$ cat config.mk
export PLATFORM = sky130hd
export DESIGN_NAME = acwd_top
export DESIGN_NICKNAME = d
export VERILOG_FILES = /design/src/core/acwd_pkg.sv /design/src/core/acwd_window_cmp.sv /design/src/core/acwd_top.sv
export VERILOG_INCLUDE_DIRS = /design/src /design/src/core
export SDC_FILE = /design/constraint.sdc
export NUM_CORES = 1
export LEC_CHECK = 0
export BUFFER_PORTS_ARGS = -buffer_cell sky130_fd_sc_hd__buf_2
export CORE_MARGIN = 4
export CORE_UTILIZATION = 50
export DETAILED_ROUTE_END_ITERATION = 6
export GPL_TIMING_DRIVEN = 0
export PLACE_DENSITY = 0.74
export SLEW_MARGIN = 20
export SYNTH_ARGS = -nofsm -noshare
export SYNTH_HDL_FRONTEND = slang
export SYNTH_SLANG_ARGS = --single-unit
$ cat constraint.sdc
create_clock -name clk_i -period 8.4 [get_ports clk_i]
set_input_delay 0.42 -clock clk_i [delete_from_list [all_inputs] [get_ports clk_i]]
set_output_delay 0.42 -clock clk_i [all_outputs]
set_load 0.03 [all_outputs]
$ cat src/core/acwd_map.svh
`ifndef ACWD_MAP_SVH
`define ACWD_MAP_SVH
// ==========================================================
// register addresses in the special-function space
`define ACWD_CTL_ADDR      8'he8
`define ACWD_CFG_ADDR      8'hbc
`define ACWD_RES_HI_ADDR   8'hbd
`define ACWD_RES_LO_ADDR   8'hbe
`define ACWD_GT_HI_ADDR    8'hc3
`define ACWD_GT_LO_ADDR    8'hc4
`define ACWD_LT_HI_ADDR    8'hc5
`define ACWD_LT_LO_ADDR    8'hc6
// ==========================================================
// reset values
`define ACWD_CTL_RESET     8'h00
`define ACWD_CFG_RESET     8'hf8
`define ACWD_GT_RESET      16'hffff
`define ACWD_LT_RESET      16'h0000
// ==========================================================
// field positions
`define ACWD_CTL_BUSY_BIT  4
`define ACWD_CFG_LJST_BIT  2
`define ACWD_CFG_SC_MSB    7
`define ACWD_CFG_SC_LSB    3
// ==========================================================
// start source codes
`define ACWD_CM_SOFT       3'h0
`define ACWD_CM_TMR0       3'h1
`define ACWD_CM_TMR2       3'h2
`define ACWD_CM_TMR1       3'h3
`define ACWD_CM_PIN        3'h4
`define ACWD_CM_TMR3       3'h5
// ==========================================================
// timing: low-power tracking length in sar clocks
`define ACWD_LP_TRACK_CLKS 2'h3
`endif

$ cat src/core/acwd_pkg.sv
package acwd_pkg;
   // ==========================================================
   // control register layout, msb first as the register reads
   typedef struct packed {
      logic       enable;
      logic       track_mode;
      logic       done;
      logic       busy;
      logic       wint;
      logic [2:0] start_sel;
   } acwd_ctl_t;

   typedef struct packed {
      logic [15:0] gt;
      logic [15:0] lt;
   } acwd_limits_t;

   typedef enum logic [1:0] {
      ST_IDLE,
      ST_TRACK,
      ST_CONV
   } acwd_state_t;
endpackage : acwd_pkg

$ cat src/core/acwd_window_cmp.sv
`timescale 1ns/10ps
module acwd_window_cmp (
   // formatted result and limits
   input  wire logic                  [15:0] value_i,
   input  wire acwd_pkg::acwd_limits_t       limits_i,
   input  wire logic                         signed_i,
   // verdict
   output logic                              match_o
);
   logic signed [16:0] val_s;
   logic signed [16:0] gt_s;
   logic signed [16:0] lt_s;

   // one extra msb makes a single signed compare serve both modes
   assign val_s = {signed_i & value_i[15], value_i};
   assign gt_s  = {signed_i & limits_i.gt[15], limits_i.gt};
   assign lt_s  = {signed_i & limits_i.lt[15], limits_i.lt};

   always_comb begin
      if (lt_s > gt_s) begin
         match_o = (val_s > gt_s) && (val_s < lt_s);
      end else begin
         match_o = (val_s < lt_s) || (val_s > gt_s);
      end
   end
endmodule : acwd_window_cmp

$ cat src/core/acwd_top.sv
`timescale 1ns/10ps
`include "acwd_map.svh"
// Behaviour
// - enable bit clear keeps converter powered down; set makes it ready
// - normal track mode: track continuously while enabled, except during conversion
// - every finished result is compared against limits; match raises window flag
// - window flag sits in control register and can be polled
// - greater and less limits, each built from high and low byte registers
// - inside or outside detection chosen only by relative limit values
// - less above greater: flag when result strictly between the two
// - otherwise flag when result strictly below lower or above upper bound
// - differential results compare signed, single-ended compare unsigned
module acwd_top (
   // clock and reset
   input  wire logic       clk_i,
   input  wire logic       rst_i,
   // special-function register bus
   input  wire logic [7:0] sfr_addr_i,
   input  wire logic       sfr_wr_i,
   input  wire logic       sfr_rd_i,
   input  wire logic [7:0] sfr_wdata_i,
   output logic      [7:0] sfr_rdata_o,
   // start sources and mux mode
   input  wire logic [3:0] tmr_ovf_i,
   input  wire logic       cnvstr_i,
   input  wire logic       diff_mode_i,
   // sar core
   input  wire logic       sar_done_i,
   input  wire logic [9:0] sar_result_i,
   output logic            sar_power_o,
   output logic            sar_track_o,
   output logic            sar_start_o,
   output logic            sar_clk_en_o,
   // status levels
   output logic            conv_done_o,
   output logic            window_match_o
);
   // ==========================================================
   // state
   acwd_pkg::acwd_ctl_t    ctl_reg,    ctl_next;
   acwd_pkg::acwd_limits_t lim_reg,    lim_next;
   acwd_pkg::acwd_state_t  state_reg,  state_next;
   logic [7:0]             cfg_reg,    cfg_next;
   logic [15:0]            result_reg, result_next;
   logic [4:0]             div_reg,    div_next;
   logic [1:0]             trk_reg,    trk_next;
   logic                   pin_reg;
   logic [7:0]             rdata_next;
   logic                   track_next;
   logic                   start_next;
   logic                   sar_en;
   logic                   wr_ctl;
   logic                   sw_go;
   logic                   hw_go;
   logic [15:0]            fmt_value;
   logic                   match;

   // ==========================================================
   // result formatting and window compare
   always_comb begin
      if (cfg_reg[`ACWD_CFG_LJST_BIT]) begin
         fmt_value = {sar_result_i, 6'h00};
      end else begin
         fmt_value = {{6{diff_mode_i & sar_result_i[9]}}, sar_result_i};
      end
   end

   // the limits fix inside or outside; no mode bit exists
   acwd_window_cmp u_cmp (
      .value_i  (fmt_value),
      .limits_i (lim_reg),
      .signed_i (diff_mode_i),
      .match_o  (match)
   );

   // ==========================================================
   // next-state logic
   always_comb begin
      ctl_next    = ctl_reg;
      lim_next    = lim_reg;
      cfg_next    = cfg_reg;
      result_next = result_reg;
      state_next  = state_reg;
      trk_next    = trk_reg;
      start_next  = 1'b0;
      sar_en      = (div_reg == 5'h00);
      div_next    = sar_en ? cfg_reg[`ACWD_CFG_SC_MSB:`ACWD_CFG_SC_LSB] : div_reg - 5'h01;
      wr_ctl      = sfr_wr_i && (sfr_addr_i == `ACWD_CTL_ADDR);
      // busy write of zero does nothing; one only counts for software source
      sw_go = wr_ctl && sfr_wdata_i[`ACWD_CTL_BUSY_BIT]
              && (sfr_wdata_i[2:0] == `ACWD_CM_SOFT);
      case (ctl_reg.start_sel)
         `ACWD_CM_TMR0: hw_go = tmr_ovf_i[0];
         `ACWD_CM_TMR2: hw_go = tmr_ovf_i[2];
         `ACWD_CM_TMR1: hw_go = tmr_ovf_i[1];
         `ACWD_CM_PIN:  hw_go = cnvstr_i && !pin_reg;
         `ACWD_CM_TMR3: hw_go = tmr_ovf_i[3];
         default:       hw_go = 1'b0;
      endcase

      if (wr_ctl) begin
         ctl_next      = acwd_pkg::acwd_ctl_t'(sfr_wdata_i);
         ctl_next.busy = ctl_reg.busy;
      end
      if (sfr_wr_i) begin
         unique case (sfr_addr_i)
            `ACWD_CFG_ADDR:   cfg_next          = sfr_wdata_i;
            `ACWD_GT_HI_ADDR: lim_next.gt[15:8] = sfr_wdata_i;
            `ACWD_GT_LO_ADDR: lim_next.gt[7:0]  = sfr_wdata_i;
            `ACWD_LT_HI_ADDR: lim_next.lt[15:8] = sfr_wdata_i;
            `ACWD_LT_LO_ADDR: lim_next.lt[7:0]  = sfr_wdata_i;
            default: ;
         endcase
      end

      unique case (state_reg)
         acwd_pkg::ST_IDLE: begin
            if (ctl_reg.enable && (sw_go || hw_go)) begin
               if (ctl_reg.track_mode && (ctl_reg.start_sel != `ACWD_CM_PIN)) begin
                  state_next = acwd_pkg::ST_TRACK;
                  trk_next   = `ACWD_LP_TRACK_CLKS;
               end else begin
                  state_next = acwd_pkg::ST_CONV;
                  start_next = 1'b1;
               end
            end
         end
         acwd_pkg::ST_TRACK: begin
            if (sar_en) begin
               trk_next = trk_reg - 2'h1;
               if (trk_reg == 2'h1) begin
                  state_next = acwd_pkg::ST_CONV;
                  start_next = 1'b1;
               end
            end
         end
         acwd_pkg::ST_CONV: begin
            if (sar_done_i) begin
               state_next    = acwd_pkg::ST_IDLE;
               result_next   = fmt_value;
               // set wins over a same-cycle software clear
               ctl_next.done = 1'b1;
               if (match) begin
                  ctl_next.wint = 1'b1;
               end
            end
         end
      endcase

      // clearing enable aborts any conversion and powers down in the same edge,
      // so a start pulse never leaves while the converter is unpowered
      if (!ctl_next.enable) begin
         state_next = acwd_pkg::ST_IDLE;
         start_next = 1'b0;
      end
      ctl_next.busy = (state_next != acwd_pkg::ST_IDLE);

      if (!ctl_next.enable) begin
         track_next = 1'b0;
      end else if (!ctl_next.track_mode) begin
         track_next = (state_next != acwd_pkg::ST_CONV);
      end else begin
         track_next = (state_next == acwd_pkg::ST_TRACK)
                      || ((ctl_next.start_sel == `ACWD_CM_PIN) && !cnvstr_i
                          && (state_next == acwd_pkg::ST_IDLE));
      end

      rdata_next = 8'h00;
      if (sfr_rd_i) begin
         unique case (sfr_addr_i)
            `ACWD_CTL_ADDR:    rdata_next = ctl_reg;
            `ACWD_CFG_ADDR:    rdata_next = {cfg_reg[7:3], cfg_reg[2], 2'b00};
            `ACWD_RES_HI_ADDR: rdata_next = result_reg[15:8];
            `ACWD_RES_LO_ADDR: rdata_next = result_reg[7:0];
            `ACWD_GT_HI_ADDR:  rdata_next = lim_reg.gt[15:8];
            `ACWD_GT_LO_ADDR:  rdata_next = lim_reg.gt[7:0];
            `ACWD_LT_HI_ADDR:  rdata_next = lim_reg.lt[15:8];
            `ACWD_LT_LO_ADDR:  rdata_next = lim_reg.lt[7:0];
            default:           rdata_next = 8'h00;
         endcase
      end
   end

   // ==========================================================
   // registers
   always_ff @(posedge clk_i) begin
      if (rst_i) begin
         ctl_reg        <= acwd_pkg::acwd_ctl_t'(`ACWD_CTL_RESET);
         cfg_reg        <= `ACWD_CFG_RESET;
         lim_reg        <= {`ACWD_GT_RESET, `ACWD_LT_RESET};
         result_reg     <= 16'h0000;
         state_reg      <= acwd_pkg::ST_IDLE;
         div_reg        <= 5'h00;
         trk_reg        <= 2'h0;
         pin_reg        <= 1'b0;
         sfr_rdata_o    <= 8'h00;
         sar_power_o    <= 1'b0;
         sar_track_o    <= 1'b0;
         sar_start_o    <= 1'b0;
         sar_clk_en_o   <= 1'b0;
         conv_done_o    <= 1'b0;
         window_match_o <= 1'b0;
      end else begin
         ctl_reg        <= ctl_next;
         cfg_reg        <= cfg_next;
         lim_reg        <= lim_next;
         result_reg     <= result_next;
         state_reg      <= state_next;
         div_reg        <= div_next;
         trk_reg        <= trk_next;
         pin_reg        <= cnvstr_i;
         sfr_rdata_o    <= rdata_next;
         sar_power_o    <= ctl_next.enable;
         sar_track_o    <= track_next;
         sar_start_o    <= start_next;
         sar_clk_en_o   <= sar_en;
         conv_done_o    <= ctl_next.done;
         window_match_o <= ctl_next.wint;
      end
   end

   logic signed [16:0] chk_val, chk_gt, chk_lt;
   assign chk_val = {diff_mode_i & fmt_value[15], fmt_value};
   assign chk_gt  = {diff_mode_i & lim_reg.gt[15], lim_reg.gt};
   assign chk_lt  = {diff_mode_i & lim_reg.lt[15], lim_reg.lt};
endmodule : acwd_top

## Yosys cells after proc, flatten, opt, wreduce, memory -nomap -nowiden

Index checks and enable logic that the tools add are counted.
W data, S select, Z words.

- Register bits after elaboration: 85
- Logic and storage cells: 111
- Input bits: 37
- Output and inout bits: 14

- Magnitude comparators: 3
- $add $sub $neg: 2
- Mux-type cells: 28
- Reduce and logical (&&, ||, !) cells: 29
- Bitwise gates (word level): 6
- Equal/unequal tests: 23

Operators by type and width:

| cell | count |
|---|---|
| $eq A8 B8 Y1 const B | 8 |
| $pmux W8 S8 | 1 |
| $gt A17 B17 Y1 | 2 |
| $mux W2 | 9 |
| $lt A17 B17 Y1 | 1 |
| $mux W16 | 1 |
| $reduce_and A2 Y1 | 6 |
| $mux W1 | 11 |
| $eq A3 B3 Y1 const B | 3 |
| $logic_and A1 B1 Y1 | 9 |
| $mux W8 | 1 |
| $ne A2 B2 Y1 const B | 4 |
| $eq A2 B1 Y1 const B | 3 |
| $eq A3 B2 Y1 const B | 2 |
| $pmux W2 S3 | 1 |
| $logic_not A5 Y1 | 1 |
| $mux W5 | 1 |
| $pmux W1 S5 | 1 |
| $sub A5 B1 Y5 const B | 1 |
| $and A1 B1 Y1 | 4 |
| $logic_not A2 Y1 | 2 |
| $pmux W2 S2 | 1 |
| $reduce_and A4 Y1 | 1 |
| $reduce_bool A2 Y1 | 2 |
| 10 further kinds | 15 |

## Depth between registers and ports, before layout

- Depth after elaboration: 13
- Mapped depth: 11
- Gate-level depth less buffers: 11

## Hierarchy

From an unflattened synthesis, not the netlist that was laid out.

- Cell total of the unflattened synthesis: 610
- Area total of the unflattened synthesis: 5066.1 µm²

By module, submodules not included:

| module | area an instance (µm²) | cells each | times used | seq. area each (µm²) |
|---|---|---|---|---|
| acwd_top | 3834.9 | 447 | 1 | 1661.6 |
| acwd_window_cmp | 1231.2 | 163 | 1 | 0.0 |

## Worst setup path before layout

No wires, ideal clock.

- Kind: register to register
- Start: register cfg_reg[2]
- End: register ctl_reg[3] (netlist bit)
- Stages on the path, launching flop included: 11
- Data required time: 8.285 ns
- Setup time: 0.115 ns
- Path buffers: 1
- Period minus slack after synthesis: 2.827 ns
- Data arrival time: 2.713 ns
- Path slack: 5.573 ns
- Cell sequence: dfxtp_1 > buf_1 > mux2_2 > ha_1 > nand4_1 > or4_1 > nor3_1 > a31oi_1 > o31a_1 > maj3_2 > o21a_1

- Elaborated cells on any way between the ends: 10
- Classes of those cells: order compare (2); mux (5); bitwise (1); reduce/logical (2)

RTL lines:

| element | line | source |
|---|---|---|
| from (decl) | acwd_top.sv:43 | `logic [7:0] cfg_reg, cfg_next;` |
| from (signal assigned) | acwd_top.sv:189 | `` cfg_reg <= `ACWD_CFG_RESET; `` |
| from (signal assigned) | acwd_top.sv:205 | `cfg_reg <= cfg_next;` |
| $mux W16 * | acwd_top.sv:61 | `` if (cfg_reg[`ACWD_CFG_LJST_BIT]) begin `` |
| net fmt_value[9] | acwd_top.sv:55 | `logic [15:0] fmt_value;` |
| $lt A17 B17 Y1 or $gt A17 B17 Y1 (tied branches) | acwd_window_cmp.sv:21, acwd_window_cmp.sv:23 |  |
| $logic_or A1 B1 Y1 or $logic_and A1 B1 Y1 (tied branches) | acwd_window_cmp.sv:23, acwd_window_cmp.sv:21 |  |
| $mux W1 * | acwd_window_cmp.sv:20 | `if (lt_s > gt_s) begin` |
| $mux W1 * | acwd_top.sv:143 | `if (match) begin` |
| $mux W1 * | acwd_top.sv:138 | `if (sar_done_i) begin` |
| $mux W1 * | acwd_top.sv:116 | `unique case (state_reg)` |
| to (signal assigned) | acwd_top.sv:188 | `` ctl_reg <= acwd_pkg::acwd_ctl_t'(`ACWD_CTL_RESET); `` |
| to (signal assigned) | acwd_top.sv:204 | `ctl_reg <= ctl_next;` |
| to (decl) | acwd_top.sv:40 | `acwd_pkg::acwd_ctl_t ctl_reg, ctl_next;` |

The timed path passes the listed nets; every way through them passes the cells marked *.
A chain may end at the register's enable or synchronous reset.

## Final worst setup path

- Start: register cfg_reg[2]
- End: register ctl_reg[3] (netlist bit)

- Word-level cells in the longest chain between the ends: 8
- Elaborated cells on any way between the ends: 10
- Classes of those cells: order compare (2); mux (5); bitwise (1); reduce/logical (2)

Ends and longest elaborated chain:

| element | line |
|---|---|
| $mux W16 * | acwd_top.sv:61 |
| net fmt_value[15] | acwd_top.sv:55 |
| $and A1 B1 Y1 | n/a |
| $lt A17 B17 Y1 or $gt A17 B17 Y1 (tied branches) | acwd_window_cmp.sv:21, acwd_window_cmp.sv:23 |
| $logic_or A1 B1 Y1 or $logic_and A1 B1 Y1 (tied branches) | acwd_window_cmp.sv:23, acwd_window_cmp.sv:21 |
| $mux W1 * | acwd_window_cmp.sv:20 |
| $mux W1 * | acwd_top.sv:143 |
| $mux W1 * | acwd_top.sv:138 |
| $mux W1 * | acwd_top.sv:116 |

Marks and branches as above.

==> key figures <==
Place
  • Post-DP HPWL: 12000 microns
  • Routability cong.: 0.962
  • Buffers on Ports: 48
  • Dpl cells: 780

Synth
  • Synthesized flop and latch total: 83
  • Syn Std Cell Area: 5030 sq um
  • Yosys warning total: 0
  • Synth area leaders: dfxtp_1 (33%), ha_1 (12%), mux2i_1 (8.0%), nand2_1 (5.4%), nor2_1 (4.8%)
  • Synth Instances: 599
  • Syn_nets: 684
  • Number of flops mapped to enable cells by yosys: 0
  • Post-synth cell types: 63
  • Post-synth ARST share: 0%
  • Cell taking the most area after synthesis: dfxtp_1
  • Cell with the most instances after synthesis: dfxtp_1
  • Synth top cells by count: dfxtp_1 (83), nand2_1 (72), nor2_1 (64), ha_1 (48), inv_1 (42)
  • Ys flop type: dfxtp_1
  • Sequential fraction of the synthesis area: 33.0%
  • Syn avg cell area: 8.40 sq um
  • Post-synth top area share: 33.0%

Timing
  • RSZ-0062 raised after global routing: false
  • Final hold violations: 0
  • Crit share post-route: 43.5%
  • Worst slew margin: 52.8%
  • Least-Margin Pin Slew: 0.706 ns
  • Worst Skew: 0.00877 ns
  • Setup_tns: 0 ns
  • Setup Viol. Count Final: 0
  • Min Tclk post-route: 3.65 ns
  • Max Fclk: 0.274 GHz
  • Slew Viols, Final: 0

Detailed routing
  • Antenna-violating nets left: 0
  • WL final: approximately 15000 microns
  • Violation count after the first detailed-route iteration: 582
  • Drt pass-1 iters: 6
  • Detailed-route via count: 4866
  • Routed wire per std cell: 19.2 microns
  • Vias per cell: 6.11
  • # DRC: 0

Die
  • Die Wd: 108 microns
  • Die ar.: 11700 sq um
  • Die Ht: 108 microns
  • Initial Utilization: 51.5%
  • Num rows: 36
  • Core ar.: 9770 sq um
  • Top-level I/O count: 51

Pwr
  • Peak VDD IR: 0.127 mV
  • Power Dens Cells: roughly 150 nW/um^2
  • Leakage: 0.00262 uW

Setup path
  • Worst path max stage delay: 0.59 ns
  • Crit-path slowest cell: or4_1
  • Crit Path Class: reg -> reg
  • Crit path cell chain: buf_1 -> buf_1 -> o21a_1 -> ha_1 -> nand4_1 -> or4_1 -> nor3_1 -> a31oi_1 -> o31a_1 -> maj3_2 -> o21a_1
  • Critical Path End Type: flip-flop
  • Critical Path Start Type: flip-flop
  • Worst Path Max Fanout: 10
  • WP data arrival: 3.91 ns
  • Critical path required time: 8.66 ns

GRT
  • Number of global-route vias before repair: 4546
  • Initial antenna violation count: 0
  • GRT overflow: 0
  • Largest net degree at the start of global routing: 15
  • First-pass GRT wire length: 23800 microns
  • Overall global routing resource usage: 26.6%

CTS
  • Clk_lat worst skew: 0.36 ns
  • PostCTS Resize Cnt: 0
  • Worst-path clk slew: 0.09 ns
  • Hold buffers post-CTS: 0
  • Clock root buffer: clkbuf_8
  • TritonCTS Buffers: 9
  • Clock sink count: 83
  • Worst-case clock buffer depth: 2
  • CTS tree: done
  • Setup Buffers After CTS: 0
  • Htree depth: 3

Layout
  • Layout cell share with drive strength beyond 1: 13.6%
  • Final non-filler cell total: 796
  • Final core occ: 57.9%
  • Area Growth Syn to Fin: 12.4%
  • Nets: 743
  • Antenna Cells: 0

Outcome
  • Status: finished, final reports clean

Min path
  • Worst min path class: in -> reg

Flow run
  • # Max-Cap Violations: 0
[cells by family after synthesis]
logic type,after synthesis,share of synthesized area [%]
muxes,47,9.60
AOI/OAI and AO/OA,144,19.5
xor gates and xnor gates,5,0.870
DFF,83,33.0
and+or+nand+nor,203,19.6
buffers and inverters,68,5.25
adders and majority gates,49,12.2
[routing by layer]
layer | wire length [microns] | track usage [%] | vias up
met5 | 0 | 0 | -
met4 | 474 | 10.6 | 0
met3 | 1500 | 6.27 | 39
met2 | 6960 | 42.5 | 251
met1 | 6320 | 34.8 | 2302
li1 | - | - | 2274
[metrics by stage]
step                      instance area [sq um]  power, uW  hold WS (ns)  worst slack [ns]
after floorplan                            5030        491         0.436              5.57
after global placement                     5440        528         0.452              4.90
after detailed placement                   5440        531         0.457              4.85
after CTS                                  5650        826         0.318              4.84
after global routing                       5660        857         0.334              4.61
final                                      5660        826         0.328              4.75
[worst max-delay path, delay by kind of cell (launching register included)]
family,cells,cell delay [ns]
adders and majority gates,2,0.50
buffers and inverters,2,0.90
AOI/OAI and AO/OA,4,0.72
and+or+nand+nor,3,0.99
DFF,1,0.44
[cell type report]
class / count / area (sq um)
fill: 949 / 4120
multi-input combinational: 448 / 3110
sequential: 83 / 1660
timing repair buffer: 48 / 240
tap: 133 / 166
inverter: 42 / 158
clock buffer: 11 / 151
buffer: 26 / 106
clock inverter: 5 / 60.1
[report_power, final]
group          switching (uW)  internal, uW  leakage [uW]
Combinational            68.7          44.3       0.00185
Clock                     147           155      0.000106
Sequential               6.51           404      0.000671
Total                     223           603       0.00262
[path summary, 6_finish.rpt]
| check | startpoint | endpoint | slack (ns) | depth (start not counted) |
|---|---|---|---|---|
| hold reg to reg | result_reg[13] | result_reg[13] | 0.47 | 2 |
| hold / removal | cnvstr_i | pin_reg | 0.33 | 2 |
| setup reg to reg | cfg_reg[2] | ctl_reg[3] | 4.75 | 11 |
| setup / recovery | cfg_reg[2] | ctl_reg[3] | 4.75 | 11 |
[layout by cell type (no fill, tap or decap), types with 3 or more instances in the layout]
| cell | Yosys | final |
|---|---|---|
| a211oi_1 | 4 | 4 |
| a21o_1 | 11 | 11 |
| a21oi_1 | 35 | 35 |
| a222oi_1 | 8 | 8 |
| a22o_1 | 4 | 4 |
| a31oi_1 | 3 | 3 |
| a32oi_1 | 5 | 5 |
| and2_1 | 3 | 3 |
| and3_1 | 5 | 5 |
| buf_1 | 4 | 4 |
| buf_2 | 6 | 54 |
| clkbuf_1 | 15 | 15 |
| clkbuf_8 | 0 | 11 |
| dfxtp_1 | 83 | 83 |
| ha_1 | 48 | 48 |
| inv_1 | 42 | 42 |
| mux2_2 | 6 | 6 |
| mux2i_1 | 40 | 40 |
| nand2_1 | 72 | 72 |
| nand2b_1 | 7 | 7 |
| nand3_1 | 9 | 9 |
| nand4_1 | 5 | 5 |
| nor2_1 | 64 | 64 |
| nor2b_1 | 11 | 11 |
| nor3_1 | 7 | 7 |
| o211ai_1 | 19 | 19 |
| o21a_1 | 9 | 9 |
| o21ai_0 | 22 | 22 |
| o22ai_1 | 4 | 4 |
| xnor2_1 | 4 | 4 |
No activity file was read; power rests on OpenSTA's default activity.
